File: config.mk
export PLATFORM = sky130hd
export DESIGN_NAME = drs_sequencer
export DESIGN_NICKNAME = d
export VERILOG_FILES = /design/src/hw/drs_pkg.sv /design/src/hw/drs_row_counter.sv /design/src/hw/drs_sequencer.sv
export SDC_FILE = /design/constraint.sdc
export NUM_CORES = 1
export LEC_CHECK = 0
export ABC_AREA = 1
export BUFFER_PORTS_ARGS = -buffer_cell sky130_fd_sc_hd__buf_2
export CORE_MARGIN = 5
export CORE_UTILIZATION = 52
export CTS_BUF_LIST = sky130_fd_sc_hd__clkbuf_8
export CTS_CLUSTER_DIAMETER = 150
export CTS_CLUSTER_SIZE = 40
export DETAILED_ROUTE_END_ITERATION = 8
export HOLD_SLACK_MARGIN = 0.1
export PLACE_DENSITY_LB_ADDON = 0.3
export SYNTH_ARGS = -nofsm -noshare
export SYNTH_HDL_FRONTEND = slang
export SYNTH_HIERARCHICAL = 1
export SYNTH_SLANG_ARGS = --single-unit
File: constraint.sdc
create_clock -name clk_i -period 1.8 [get_ports clk_i]
set_input_delay 0.18 -clock clk_i [delete_from_list [all_inputs] [get_ports clk_i]]
set_output_delay 0.18 -clock clk_i [all_outputs]
set_load 0.02 [all_outputs]
File: src/hw/drs_pkg.sv
// Package: constants and carrier types for the refresh sequencer
package drs_pkg;

    localparam logic [3:0] DRS_CNT_PRESET = 4'hD;
    localparam logic [3:0] DRS_CNT_WIN    = 4'hE;
    localparam logic [3:0] DRS_CNT_CLEAR  = 4'h0;
    localparam logic [6:0] DRS_ROW_RESET  = 7'h00;
    localparam logic [3:0] DRS_RAS_ALL    = 4'hF;
    localparam int         DRS_ROW_BITS   = 7;
    localparam int         DRS_CLK_NS     = 100;
    localparam int         DRS_DELAY_NS   = 20;
    localparam int         DRS_DELAY_CYC  =
        (DRS_DELAY_NS + DRS_CLK_NS - 1) / DRS_CLK_NS;

    typedef struct packed {
        logic                    refresh_grant;
        logic [DRS_ROW_BITS-1:0] row;
    } drs_row_req_t;

    typedef struct packed {
        logic       ras_n;
        logic [3:0] ras_all_n;
        logic       cas_inhibit;
        logic       latch_hold;
        logic       rdy_pull_n;
    } drs_strobe_t;

    typedef enum logic [1:0] {
        DRS_IDLE   = 2'b00,
        DRS_COUNT  = 2'b01,
        DRS_LOADED = 2'b10
    } drs_mode_t;

endpackage

File: src/hw/drs_row_counter.sv
// Module: 7-bit refresh row address counter
`timescale 1ns/1ps
`default_nettype none
module drs_row_counter
    import drs_pkg::*;
(
    input  wire logic         clk_i,
    input  wire logic         rst_i,
    input  wire logic         refresh_grant_i,
    output var drs_row_req_t  row_req_o
);
    typedef struct packed {
        logic                    grant_d;
        logic [DRS_ROW_BITS-1:0] row;
    } drs_rc_state_t;

    drs_rc_state_t st;
    drs_rc_state_t next_st;

    always_comb
    begin
        next_st = st;
        next_st.grant_d = refresh_grant_i;
        if (st.grant_d && !refresh_grant_i)
        begin
            next_st.row = st.row + 7'h01;
        end
    end

    always_ff @(posedge clk_i)
    begin
        if (rst_i)
        begin
            st <= '{grant_d: 1'b0, row: DRS_ROW_RESET};
        end
        else
        begin
            st <= next_st;
        end
    end

    assign row_req_o = '{refresh_grant: refresh_grant_i, row: st.row};
endmodule
`default_nettype wire

File: src/hw/drs_sequencer.sv
// Module: refresh sequencer top
// Behaviour
// - Reset, hold acknowledge or wait starts self-timed refresh requests.
// - Counter advances from zero, or from preset 13; window active at counts 14 and 15.
// - Granted refresh drives all four row strobes after delayed enable.
// - Keep 7-bit row counter, drive it on address outputs during grant.
// - Row counter increments when grant ends, walking 128 rows.
// - Window active and board selected pulls ready low.
// - After 14 and 15 counter wraps to zero, runs 14 counts idle.
// - First refresh 14 clocks after condition from idle; two-clock bursts every 16.
// - Self-timed pulse retimed half a clock later than the counter.
// - Memory request with window inactive stops counter, presets 13.
// - Jumper fitted: processor refresh asserts grant with row address.
// - Grant enables row strobe gating and suppresses column strobes.
// - Processor refresh: memory request pulses delay, firing row strobes.
// - Grant asserts output latch enable to hold data.
`timescale 1ns/1ps
`default_nettype none
module drs_sequencer
    import drs_pkg::*;
(
    input  wire logic         clk_i,
    input  wire logic         rst_i,
    input  wire logic         bus_reset_i,
    input  wire logic         hold_ack_i,
    input  wire logic         bus_wait_i,
    input  wire logic         bus_mem_request_hi_i,
    input  wire logic         cpu_refresh_n_i,
    input  wire logic         board_selected_i,
    input  wire logic         cpu_refresh_jumper_i,
    input  wire logic         ready_hold_jumper_i,
    input  wire logic         row_strobe_jumper_i,
    output logic              onboard_refresh_window_o,
    output logic              refresh_grant_o,
    output logic [6:0]        mem_addr_o,
    output logic [3:0]        row_strobe_n_o,
    output logic              col_strobe_inhibit_o,
    output logic              latch_hold_o,
    output logic              rdy_o,
    output logic              rdy_oe_n_o
);
    // ==========================================================
    // State
    typedef struct packed {
        logic [3:0] count;
        logic       delay;
        logic       cpu_mem_request_n_d;
        logic [3:0] ras_n;
        logic       grant;
    } drs_state_t;

    // Half-clock retime state
    typedef struct packed {
        logic pulse;
        logic win_lo;
    } drs_lo_state_t;

    drs_state_t    st;
    drs_state_t    next_st;
    drs_lo_state_t lo_st;
    drs_lo_state_t next_lo;
    drs_row_req_t  row_req;
    logic          start_refresh;
    logic          window;
    logic          cpu_grant;

    function automatic logic is_window(input logic [3:0] c);
        is_window = (c >= DRS_CNT_WIN);
    endfunction

    assign start_refresh = bus_reset_i | hold_ack_i | bus_wait_i;
    assign window = is_window(st.count);
    assign cpu_grant = cpu_refresh_jumper_i & ~cpu_refresh_n_i;

    // ==========================================================
    // Next state
    always_comb
    begin
        next_st = st;
        next_st.cpu_mem_request_n_d = bus_mem_request_hi_i;
        if (bus_mem_request_hi_i && !window)
        begin
            next_st.count = DRS_CNT_PRESET;
        end
        else if (!start_refresh && !window)
        begin
            next_st.count = DRS_CNT_CLEAR;
        end
        else
        begin
            next_st.count = st.count + 4'h1;
        end
        next_st.grant = is_window(next_st.count) | cpu_grant;
        next_st.delay = lo_st.pulse | (cpu_grant & bus_mem_request_hi_i
            & ~st.cpu_mem_request_n_d & ~window);
        next_st.ras_n = DRS_RAS_ALL;
        if (st.grant && st.delay && row_strobe_jumper_i)
        begin
            next_st.ras_n = ~DRS_RAS_ALL;
        end
    end

    // ==========================================================
    // Registers
    always_ff @(posedge clk_i)
    begin
        if (rst_i)
        begin
            st <= '{count:  DRS_CNT_CLEAR,
                    delay:  1'b0,
                    cpu_mem_request_n_d: 1'b0,
                    ras_n:  DRS_RAS_ALL,
                    grant:  1'b0};
        end
        else
        begin
            st <= next_st;
        end
    end

    always_comb
    begin
        next_lo.win_lo = window;
        next_lo.pulse  = window & ~lo_st.win_lo;
    end

    always_ff @(negedge clk_i)
    begin
        if (rst_i)
        begin
            lo_st <= '{pulse: 1'b0, win_lo: 1'b0};
        end
        else
        begin
            lo_st <= next_lo;
        end
    end

    drs_row_counter drs_row_counter_i
    (
        .clk_i           (clk_i),
        .rst_i           (rst_i),
        .refresh_grant_i (refresh_grant_o),
        .row_req_o       (row_req)
    );

    // ==========================================================
    // Outputs
    assign onboard_refresh_window_o = window;
    assign refresh_grant_o = window | cpu_grant;
    assign mem_addr_o = row_req.row;
    assign row_strobe_n_o = st.ras_n;
    assign col_strobe_inhibit_o = refresh_grant_o;
    assign latch_hold_o = refresh_grant_o;
    assign rdy_o = 1'b0;
    assign rdy_oe_n_o = ~(window & board_selected_i & ready_hold_jumper_i);
endmodule
`default_nettype wire

======== After elaboration in Yosys (flattened, before gate mapping) ========
Index checks and enable logic that the tools add are counted.
cells by class
  magnitude comparators ................... 2
  reduce and logical (&&, ||, !) cells .... 8
  add/subtract/negate cells ............... 2
  multiplexer cells ....................... 3
  bitwise operators ....................... 17
operators with widths
  operator             count
  $mux 4               3
  $ge 4x4->1 const B   2
  $add 7x1->7 const B  1
  $and 1x1->1          7
  $logic_and 1x1->1    5
  $not 1->1            5
  $or 1x1->1           5
  $add 4x1->4 const B  1
  $logic_not 1->1      3
word-level totals
  word-level logic and storage cells ...... 41
  output and inout port bits .............. 17
  bits of input ports ..................... 11
  bits in registers ....................... 21

======== Longest topological paths before layout ========
Gate-level depths: netlist of run 1.
  depth in word-level cells ............... 8
  depth in mapped cells ................... 12
  depth with buffers taken out ............ 12

======== By module ========
Netlist of run 1, hierarchy kept.
by module, submodules not included
  module           cells each  seq. area each (µm²)  times used  area each (µm²)
  drs_sequencer    65          200.2                 1           499.2
  drs_row_counter  56          160.2                 1           421.7

==> flow_summary.yaml, run 1 <==
floorplan:
  io-pin-count: 28
  initial_core_util_pct: 54.1
  die_area_sq_mm: 0.00269
  fp.dieW_um: 51.9
  core_sq_mm: 0.00169
  rows: 15
  die_h_um: 51.9
setup_path:
  worstSetupEndpointType: "flop"
  r2r-start: "st[7]$_SDFF_PP0_"
  arrival_ns: 1.04
  critical_path_class: "reg2reg"
  startpoint: "st[7]$_SDFF_PP0_"
  critPathRequiredTime_ns: 1.09
  crit_fanout: 4
  critPathLaunchType: "flop"
clock_network:
  postCtsSetupBuffers: 0
  root_buffer: "clkbuf_8"
  htree_levels: 1
  cts_tree: "done"
  worst_skew_pair.late_latency_ns: 0.31
  clock_sinks: 18
  cts_buffer_depth: 2
  clk_pin_slew_ns: 0.06
  cts_buffers: 3
route:
  ant_nets: 0
  dr_total_vias: 738
  avgViaCountPerCell: 4.70
  drc: 0
  drt_iter0_drc: 11
  wl_per_cell_um: 9.90
  wirelength_mm: 1.56
  dr.pass1.iters: 4
cells_and_area:
  nets: 155
  layout-drive-gt1-share_pct: 34.3
  instances_no_fill: 157
  diodes: 0
  area_delta_synth_final_pct: 13.8
  final_area_sq_mm: 0.00104
global_routing:
  grt_pass1_vias: 637
  grt_pass1_wl_mm: 2.50
  grt_start_max_net_pins: 11
  gr-usage-all-layers_pct: 12.2
  grt_overflow: 0
  antenna_found_initial: 0
sta:
  slew_violations: 0
  finClkSkew_ns: 0.0668
  finalHoldViolCount: 0
  rsz0062_at_grt: "true"
  setup_viol: 0
yosys:
  syn_area_per_cell_sq_um: 7.61
  synth_cells: 120
  netlist_area_sq_um: 913
  syn_nets: 134
  ys.warnings.count: 6
placement:
  placed_cell_area_sq_um: 986
  place_hpwl_mm: 1.28
  dp.cells: 152
  io_buffers: 26
  gp_congestion: 0.837
pwr:
  leakagePower_nw: 0.538
  powerDensity_mw_per_mm2: 799
  power_mw: 0.831
  peakVddDrop_uv: 374
job:
  maxCapViolations: 0
min_path:
  min_from: "row_strobe_jumper_i"
  hold_class: "in2reg"
outcome:
  status: "completed"
per-layer routing:
metal / global-route usage (%) / vias to the layer above / part of all wire [%]
li1: - / 393 / -
met1: 16.0 / 329 / 48
met2: 20.3 / 16 / 48
met3: 2.58 / 0 / 4.1
met4: 2.62 / 0 / 0
met5: 0 / - / 0
report_power, final:
group	internal [mW]	switching (mW)
logic	0.0447	0.0671
clock network	0.157	0.134
registers	0.416	0.0121
what timing repair did:
item | 4_1_cts | 5_1_grt
gates resized for setup | 0 | 1
hold buffers | 0 | 0
hold endpoints to repair | 0 | 0
setup endpoints to repair | 0 | 1
critical path: stages, from the launching register on:
cell     delay (ns)
dfxtp_2        0.32
inv_1          0.04
ha_1           0.19
inv_1          0.05
nand2_1        0.05
nand2_2        0.10
nor2_1         0.04
layout make-up:
cell class	instances	area [sq um]
clock buffers	3	41.3
clock inverters	3	11.3
fillers	153	649
inverters	15	56.3
multi-input cells	72	395
flip-flops and latches	18	362
well taps	17	21.3
repair buffers	29	153
layout by cell type (no fill, tap or decap), drive strengths merged, types with 2 or more instances in the layout:
cell type and n:
a21oi 5, buf 29, clkbuf 3, dfxtp 18
ha 3, inv 18, nand2 22, nand3 8
nor2 25, nor3 2, o21ai 2, xnor2 2
flip-flops by register name, indices dropped and copies added, names as in the netlist:
register                     count
drs_row_counter_i/row_req_o      7
drs_row_counter_i/st             1
lo_st                            2
row_strobe_n_o                   1
st                               7
worst paths after layout:
path,to,slack (ns),cells after the start
max,lo_st[0]$_SDFF_NP0_,0.05,6
min,row_strobe_n_o[2]$_SDFF_PP1_,0.13,2
max reg2reg,lo_st[0]$_SDFF_NP0_,0.05,6
min reg2reg,row_strobe_n_o[2]$_SDFF_PP1_,0.39,1
per-stage QoR:
step                 TNS, ns  hold WS [ns]  setup WS (ns)  utilization (%)
floorplan                  0         0.242         0.0101                -
global route        -0.00270         0.148       -0.00270             61.6
finish                     0         0.134         0.0545             61.6
CTS                        0         0.138         0.0534             61.3
global placement           0         0.374         0.0237             58.4
detailed placement         0         0.384        0.00134             58.4
Power figures use the tool's default switching activity.
==> run 2: changes to the inputs <==
--- a/config.mk
+++ b/config.mk
@@ -7,8 +7,9 @@
 export LEC_CHECK = 0
 export ABC_AREA = 1
 export BUFFER_PORTS_ARGS = -buffer_cell sky130_fd_sc_hd__buf_2
+export CORE_ASPECT_RATIO = 1.5
 export CORE_MARGIN = 5
-export CORE_UTILIZATION = 52
+export CORE_UTILIZATION = 47
 export CTS_BUF_LIST = sky130_fd_sc_hd__clkbuf_8
 export CTS_CLUSTER_DIAMETER = 150
 export CTS_CLUSTER_SIZE = 40
==> constraint.sdc (replaced) <==
create_clock -name clk_i -period 1.5 [get_ports clk_i]
set_input_delay 0.15 -clock clk_i [delete_from_list [all_inputs] [get_ports clk_i]]
set_output_delay 0.15 -clock clk_i [all_outputs]
set_load 0.02 [all_outputs]
==> flow_summary.yaml, run 2 (synthesized netlist as in run 1, its figures left out) <==
cells_and_area:
  layout-drive-gt1-share_pct: 39.2
  area_delta_synth_final_pct: 21.4
  final_common_cell: "buf_2"
  mostFrequentLayoutCells: "buf_2 (26), nor2_1 (20), nand2_1 (19)"
  diodes: 0
  nets: 158
global_routing:
  grt_overflow: 0
  antenna_found_initial: 0
  gr-usage-all-layers_pct: 12.9
  grt_pass1_vias: 731
  grt_pass1_wl_mm: 2.82
  grt_start_max_net_pins: 11
setup_path:
  critPathLaunchType: "flop"
  worstSetupEndpointType: "flop"
  slowest_delay_ns: 0.33
  critical_path_class: "reg2reg"
  arrival_ns: 1.01
  slowest_stage: "dfxtp_2"
  startpoint: "st[7]$_SDFF_PP0_"
  crit_family: "flip-flops"
  path_buf_inv: 2
  r2r-start: "st[7]$_SDFF_PP0_"
  critPathRequiredTime_ns: 0.95
  crit_top_cell: "inv_2"
  crit_fanout: 4
  cp_cell_sequence: "inv_2, ha_4, inv_2, nand2_2, nand2_4, nor2_1"
clock_network:
  cts_buffers: 3
  htree_levels: 1
  root_buffer: "clkbuf_8"
  clock_sinks: 18
  clk_pin_slew_ns: 0.07
  cts_buffer_depth: 2
  cts_tree: "done"
  worst_skew_pair.late_latency_ns: 0.32
sta:
  slew_violations: 0
  rsz0062_at_grt: "true"
  setup_viol: 2
  holdWs_ns: 0.158
  fin_ws_ns: -0.0560
  finClkSkew_ns: 0.0641
  finalHoldViolCount: 0
route:
  drc: 0
  wl_per_cell_um: 10.1
  dr_total_vias: 768
  ant_nets: 0
  avgViaCountPerCell: 4.68
  dr.pass1.iters: 4
  wirelength_mm: 1.65
  drt_iter0_drc: 16
floorplan:
  fp.dieW_um: 46.0
  initial_core_util_pct: 49.3
  die_area_sq_mm: 0.00294
  core_sq_mm: 0.00185
  die_h_um: 64.0
  rows: 19
  io-pin-count: 28
min_path:
  min_from: "bus_mem_request_hi_i"
  hold_class: "in2reg"
job:
  maxCapViolations: 0
pwr:
  leakagePower_nw: 0.563
  peakVddDrop_uv: 650
  powerDensity_mw_per_mm2: 975
placement:
  place_hpwl_mm: 1.30
  io_buffers: 26
  gp_congestion: 0.743
  pre_cts_ws_ns: -0.116
outcome:
  status: "finished, violations left"
  violations: "setup timing"
[run 2: cell types whose count changed in the layout (fill, tap and decap cells not counted), sizes merged]
cell         change
clkbuf           +1
buf              +2
inv              -1
dlygate4sd3      +1
[run 2: path summary, 6_finish.rpt]
check                                       to  slack [ns]  cells past startpoint
setup / recovery           lo_st[0]$_SDFF_NP0_       -0.06                      6
hold / removal                st[5]$_SDFF_PP0_        0.16                      3
hold reg to reg   row_strobe_n_o[2]$_SDFF_PP1_        0.39                      1
setup reg to reg           lo_st[0]$_SDFF_NP0_       -0.06                      6
[run 2: through the flow]
| stage | utilization [%] | area (sq um) | power, mW | TNS, ns | instances |
|---|---|---|---|---|---|
| after floorplan | - | 931 | 0.640 | -0.160 | 120 |
| after detailed placement | 55.0 | 1020 | 0.686 | -0.201 | 158 |
| final | 59.8 | 1110 | 1.08 | -0.107 | 164 |
| after CTS | 59.4 | 1100 | 1.09 | -0.0638 | 164 |
| after global placement | 55.0 | 1020 | 0.682 | -0.135 | 158 |
| after global routing | 59.8 | 1110 | 1.14 | -0.312 | 164 |
[run 2: metal layers]
layer	routed length (um)	vias to the layer above	GRT usage [%]
li1	-	396	-
met1	689	341	14.4
met2	794	27	20.9
met3	139	4	4.21
met4	25	0	6.41
met5	0	-	0
[run 2: timing repair]
action                     4_1_cts  5_1_grt
cloned                           0        0
gates resized for setup          3        1
setup endpoints to repair        2        6
setup buffers                    0        0
hold endpoints to repair         1        0
hold buffers                     1        0
[run 2: report_power, final]
part           switching [mW]  internal [mW]  leakage [nW]
combinational          0.0890         0.0669         0.376
sequential             0.0147          0.500         0.148
clock                   0.171          0.240        0.0394
total                   0.274          0.807         0.563
[run 2: cell type report]
type                    count  area (sq um)
multi-input cells          72           423
clock buffers               4          55.1
clock inverters             2          7.51
repair buffers             32           178
fillers                   167           746
well taps                  21          26.3
inverters                  15          56.3
flip-flops and latches     18           363
[run 2: tightest hold or removal path, delay by kind of cell]
| family | cells | cell delay, ns |
|---|---|---|
| AND/OR/NAND/NOR | 1 | 0.05 |
| buffers and inverters | 2 | 0.16 |
==> run 3: changes to the inputs <==
==> constraint.sdc (replaced) <==
create_clock -name clk_i -period 1.5 [get_ports clk_i]
set_input_delay 0.075 -clock clk_i [delete_from_list [all_inputs] [get_ports clk_i]]
set_output_delay 0.075 -clock clk_i [all_outputs]
set_load 0.02 [all_outputs]
==> flow_summary.yaml, run 3 (synthesized netlist as in run 1, its figures left out) <==
setup_path:
  critPathLaunchType: "flop"
  arrival_ns: 0.99
  critical_path_class: "reg2reg"
  worstSetupEndpointType: "flop"
  critPathRequiredTime_ns: 0.95
  r2r_cells: 6
  reg2reg_to: "lo_st[1]$_SDFF_NP0_"
  r2r_slack_ns: -0.04
  crit_fanout: 4
  r2r-start: "st[7]$_SDFF_PP0_"
placement:
  gp_congestion: 0.743
  io_buffers: 26
  placed_cell_area_sq_mm: 0.00102
  place_hpwl_mm: 1.30
cells_and_area:
  diodes: 0
  area_delta_synth_final_pct: 28.2
  final_area_sq_mm: 0.00117
  mostFrequentLayoutCells: "buf_2 (26), nand2_1 (19), nor2_1 (18)"
  fin_util_pct: 63.2
  final_common_cell: "buf_2"
  layout-drive-gt1-share_pct: 39.6
  nets: 164
route:
  drc: 0
  drt_iter0_drc: 15
  wirelength_mm: 1.71
  ant_nets: 0
  avgViaCountPerCell: 4.58
  dr_total_vias: 778
  dr.pass1.iters: 4
  wl_per_cell_um: 10.1
clock_network:
  cts_tree: "done"
  htree_levels: 1
  clock_sinks: 18
  root_buffer: "clkbuf_8"
  cts_buffer_depth: 2
  clk_pin_slew_ns: 0.07
  worst_skew_pair.late_latency_ns: 0.31
  cts_buffers: 3
outcome:
  status: "finished, violations left"
  violations: "setup timing"
pwr:
  peakVddDrop_uv: 630
  leakagePower_nw: 0.591
  powerDensity_mw_per_mm2: 932
floorplan:
  io-pin-count: 28
  die_h_um: 64.0
  rows: 19
  initial_core_util_pct: 49.3
  fp.dieW_um: 46.0
  core_sq_mm: 0.00185
  die_area_sq_mm: 0.00294
sta:
  rsz0062_at_grt: "true"
  finalHoldViolCount: 0
  finClkSkew_ns: 0.0640
  slew_violations: 0
  fin_ws_ns: -0.0414
  setup_viol: 2
global_routing:
  grt_pass1_wl_mm: 2.86
  grt_start_max_net_pins: 11
  gr-usage-all-layers_pct: 13.0
  antenna_found_initial: 0
  grt_overflow: 0
  grt_pass1_vias: 736
min_path:
  hold_path_depth: 4
  hold_class: "in2reg"
  min_from: "cpu_refresh_n_i"
  min_to: "st[0]$_SDFF_PP0_"
job:
  maxCapViolations: 0
-- run 3: cell types whose count changed in the layout (fill, tap and decap cells not counted), sizes merged --
cell,before,now
buf,31,32
dlygate4sd3,1,6
-- run 3: worst max path at each step --
stage	from	endpoint	slack [ns]	depth (start not counted)
2_1_floorplan	st[7]$_SDFF_PP0_	lo_st[0]$_SDFF_NP0_	-0.08	6
3_3_place_gp	st[7]$_SDFF_PP0_	lo_st[1]$_SDFF_NP0_	-0.07	6
3_5_place_dp	st[8]$_SDFF_PP0_	lo_st[1]$_SDFF_NP0_	-0.12	5
4_1_cts	st[7]$_SDFF_PP0_	lo_st[0]$_SDFF_NP0_	-0.03	6
5_1_grt	st[7]$_SDFF_PP0_	lo_st[1]$_SDFF_NP0_	-0.07	6
6_report	st[7]$_SDFF_PP0_	lo_st[1]$_SDFF_NP0_	-0.04	6
-- run 3: stage by stage --
| stage | setup TNS [ns] | power (mW) | instances | setup WS [ns] | hold WS (ns) |
|---|---|---|---|---|---|
| floorplan | -0.160 | 0.640 | 120 | -0.0812 | 0.137 |
| global placement | -0.135 | 0.682 | 158 | -0.0685 | 0.277 |
| detailed placement | -0.201 | 0.686 | 158 | -0.116 | 0.281 |
| CTS | -0.0571 | 1.10 | 169 | -0.0292 | 0.129 |
| global route | -0.259 | 1.15 | 170 | -0.0666 | 0.145 |
| finish | -0.0739 | 1.09 | 170 | -0.0414 | 0.127 |
-- run 3: critical path, cell delays in order, from the launching register on --
cell,delay [ns]
dfxtp_2,0.33
inv_2,0.04
ha_4,0.15
inv_2,0.05
nand2_2,0.05
nand2_4,0.08
nor3_2,0.04
-- run 3: metal layers --
metal / global-route usage, % / routed length (um) / vias up / part of all wire [%]
met3: 4.21 / 132 / 4 / 7.7
met1: 14.9 / 714 / 337 / 42
met2: 21.2 / 837 / 27 / 49
met5: 0 / 0 / - / 0
li1: - / - / 410 / -
met4: 5.34 / 25 / 0 / 1.5
-- run 3: layout make-up --
| type | instances | area (sq um) |
|---|---|---|
| Timing Repair Buffer | 38 | 235 |
| Multi-Input combinational cell | 72 | 428 |
| Clock inverter | 2 | 7.51 |
| Inverter | 15 | 56.3 |
| Fill cell | 161 | 683 |
| Clock buffer | 4 | 55.1 |
| Sequential cell | 18 | 363 |
| Tap cell | 21 | 26.3 |
-- run 3: what timing repair did --
| action | CTS | global route |
|---|---|---|
| endpoints found under the setup margin | 2 | 5 |
| gates cloned | 0 | 0 |
| hold buffers | 6 | 0 |
| endpoints found under the hold margin | 3 | 0 |
| resized for setup | 3 | 3 |
| pin swaps | 0 | 2 |
| setup buffers | 0 | 1 |
-- run 3: power breakdown --
part	internal (mW)	leakage, nW	total [mW]	switching (mW)
Clock	0.240	0.0394	0.408	0.168
Combinational	0.0772	0.404	0.168	0.0912
Sequential	0.500	0.148	0.515	0.0149
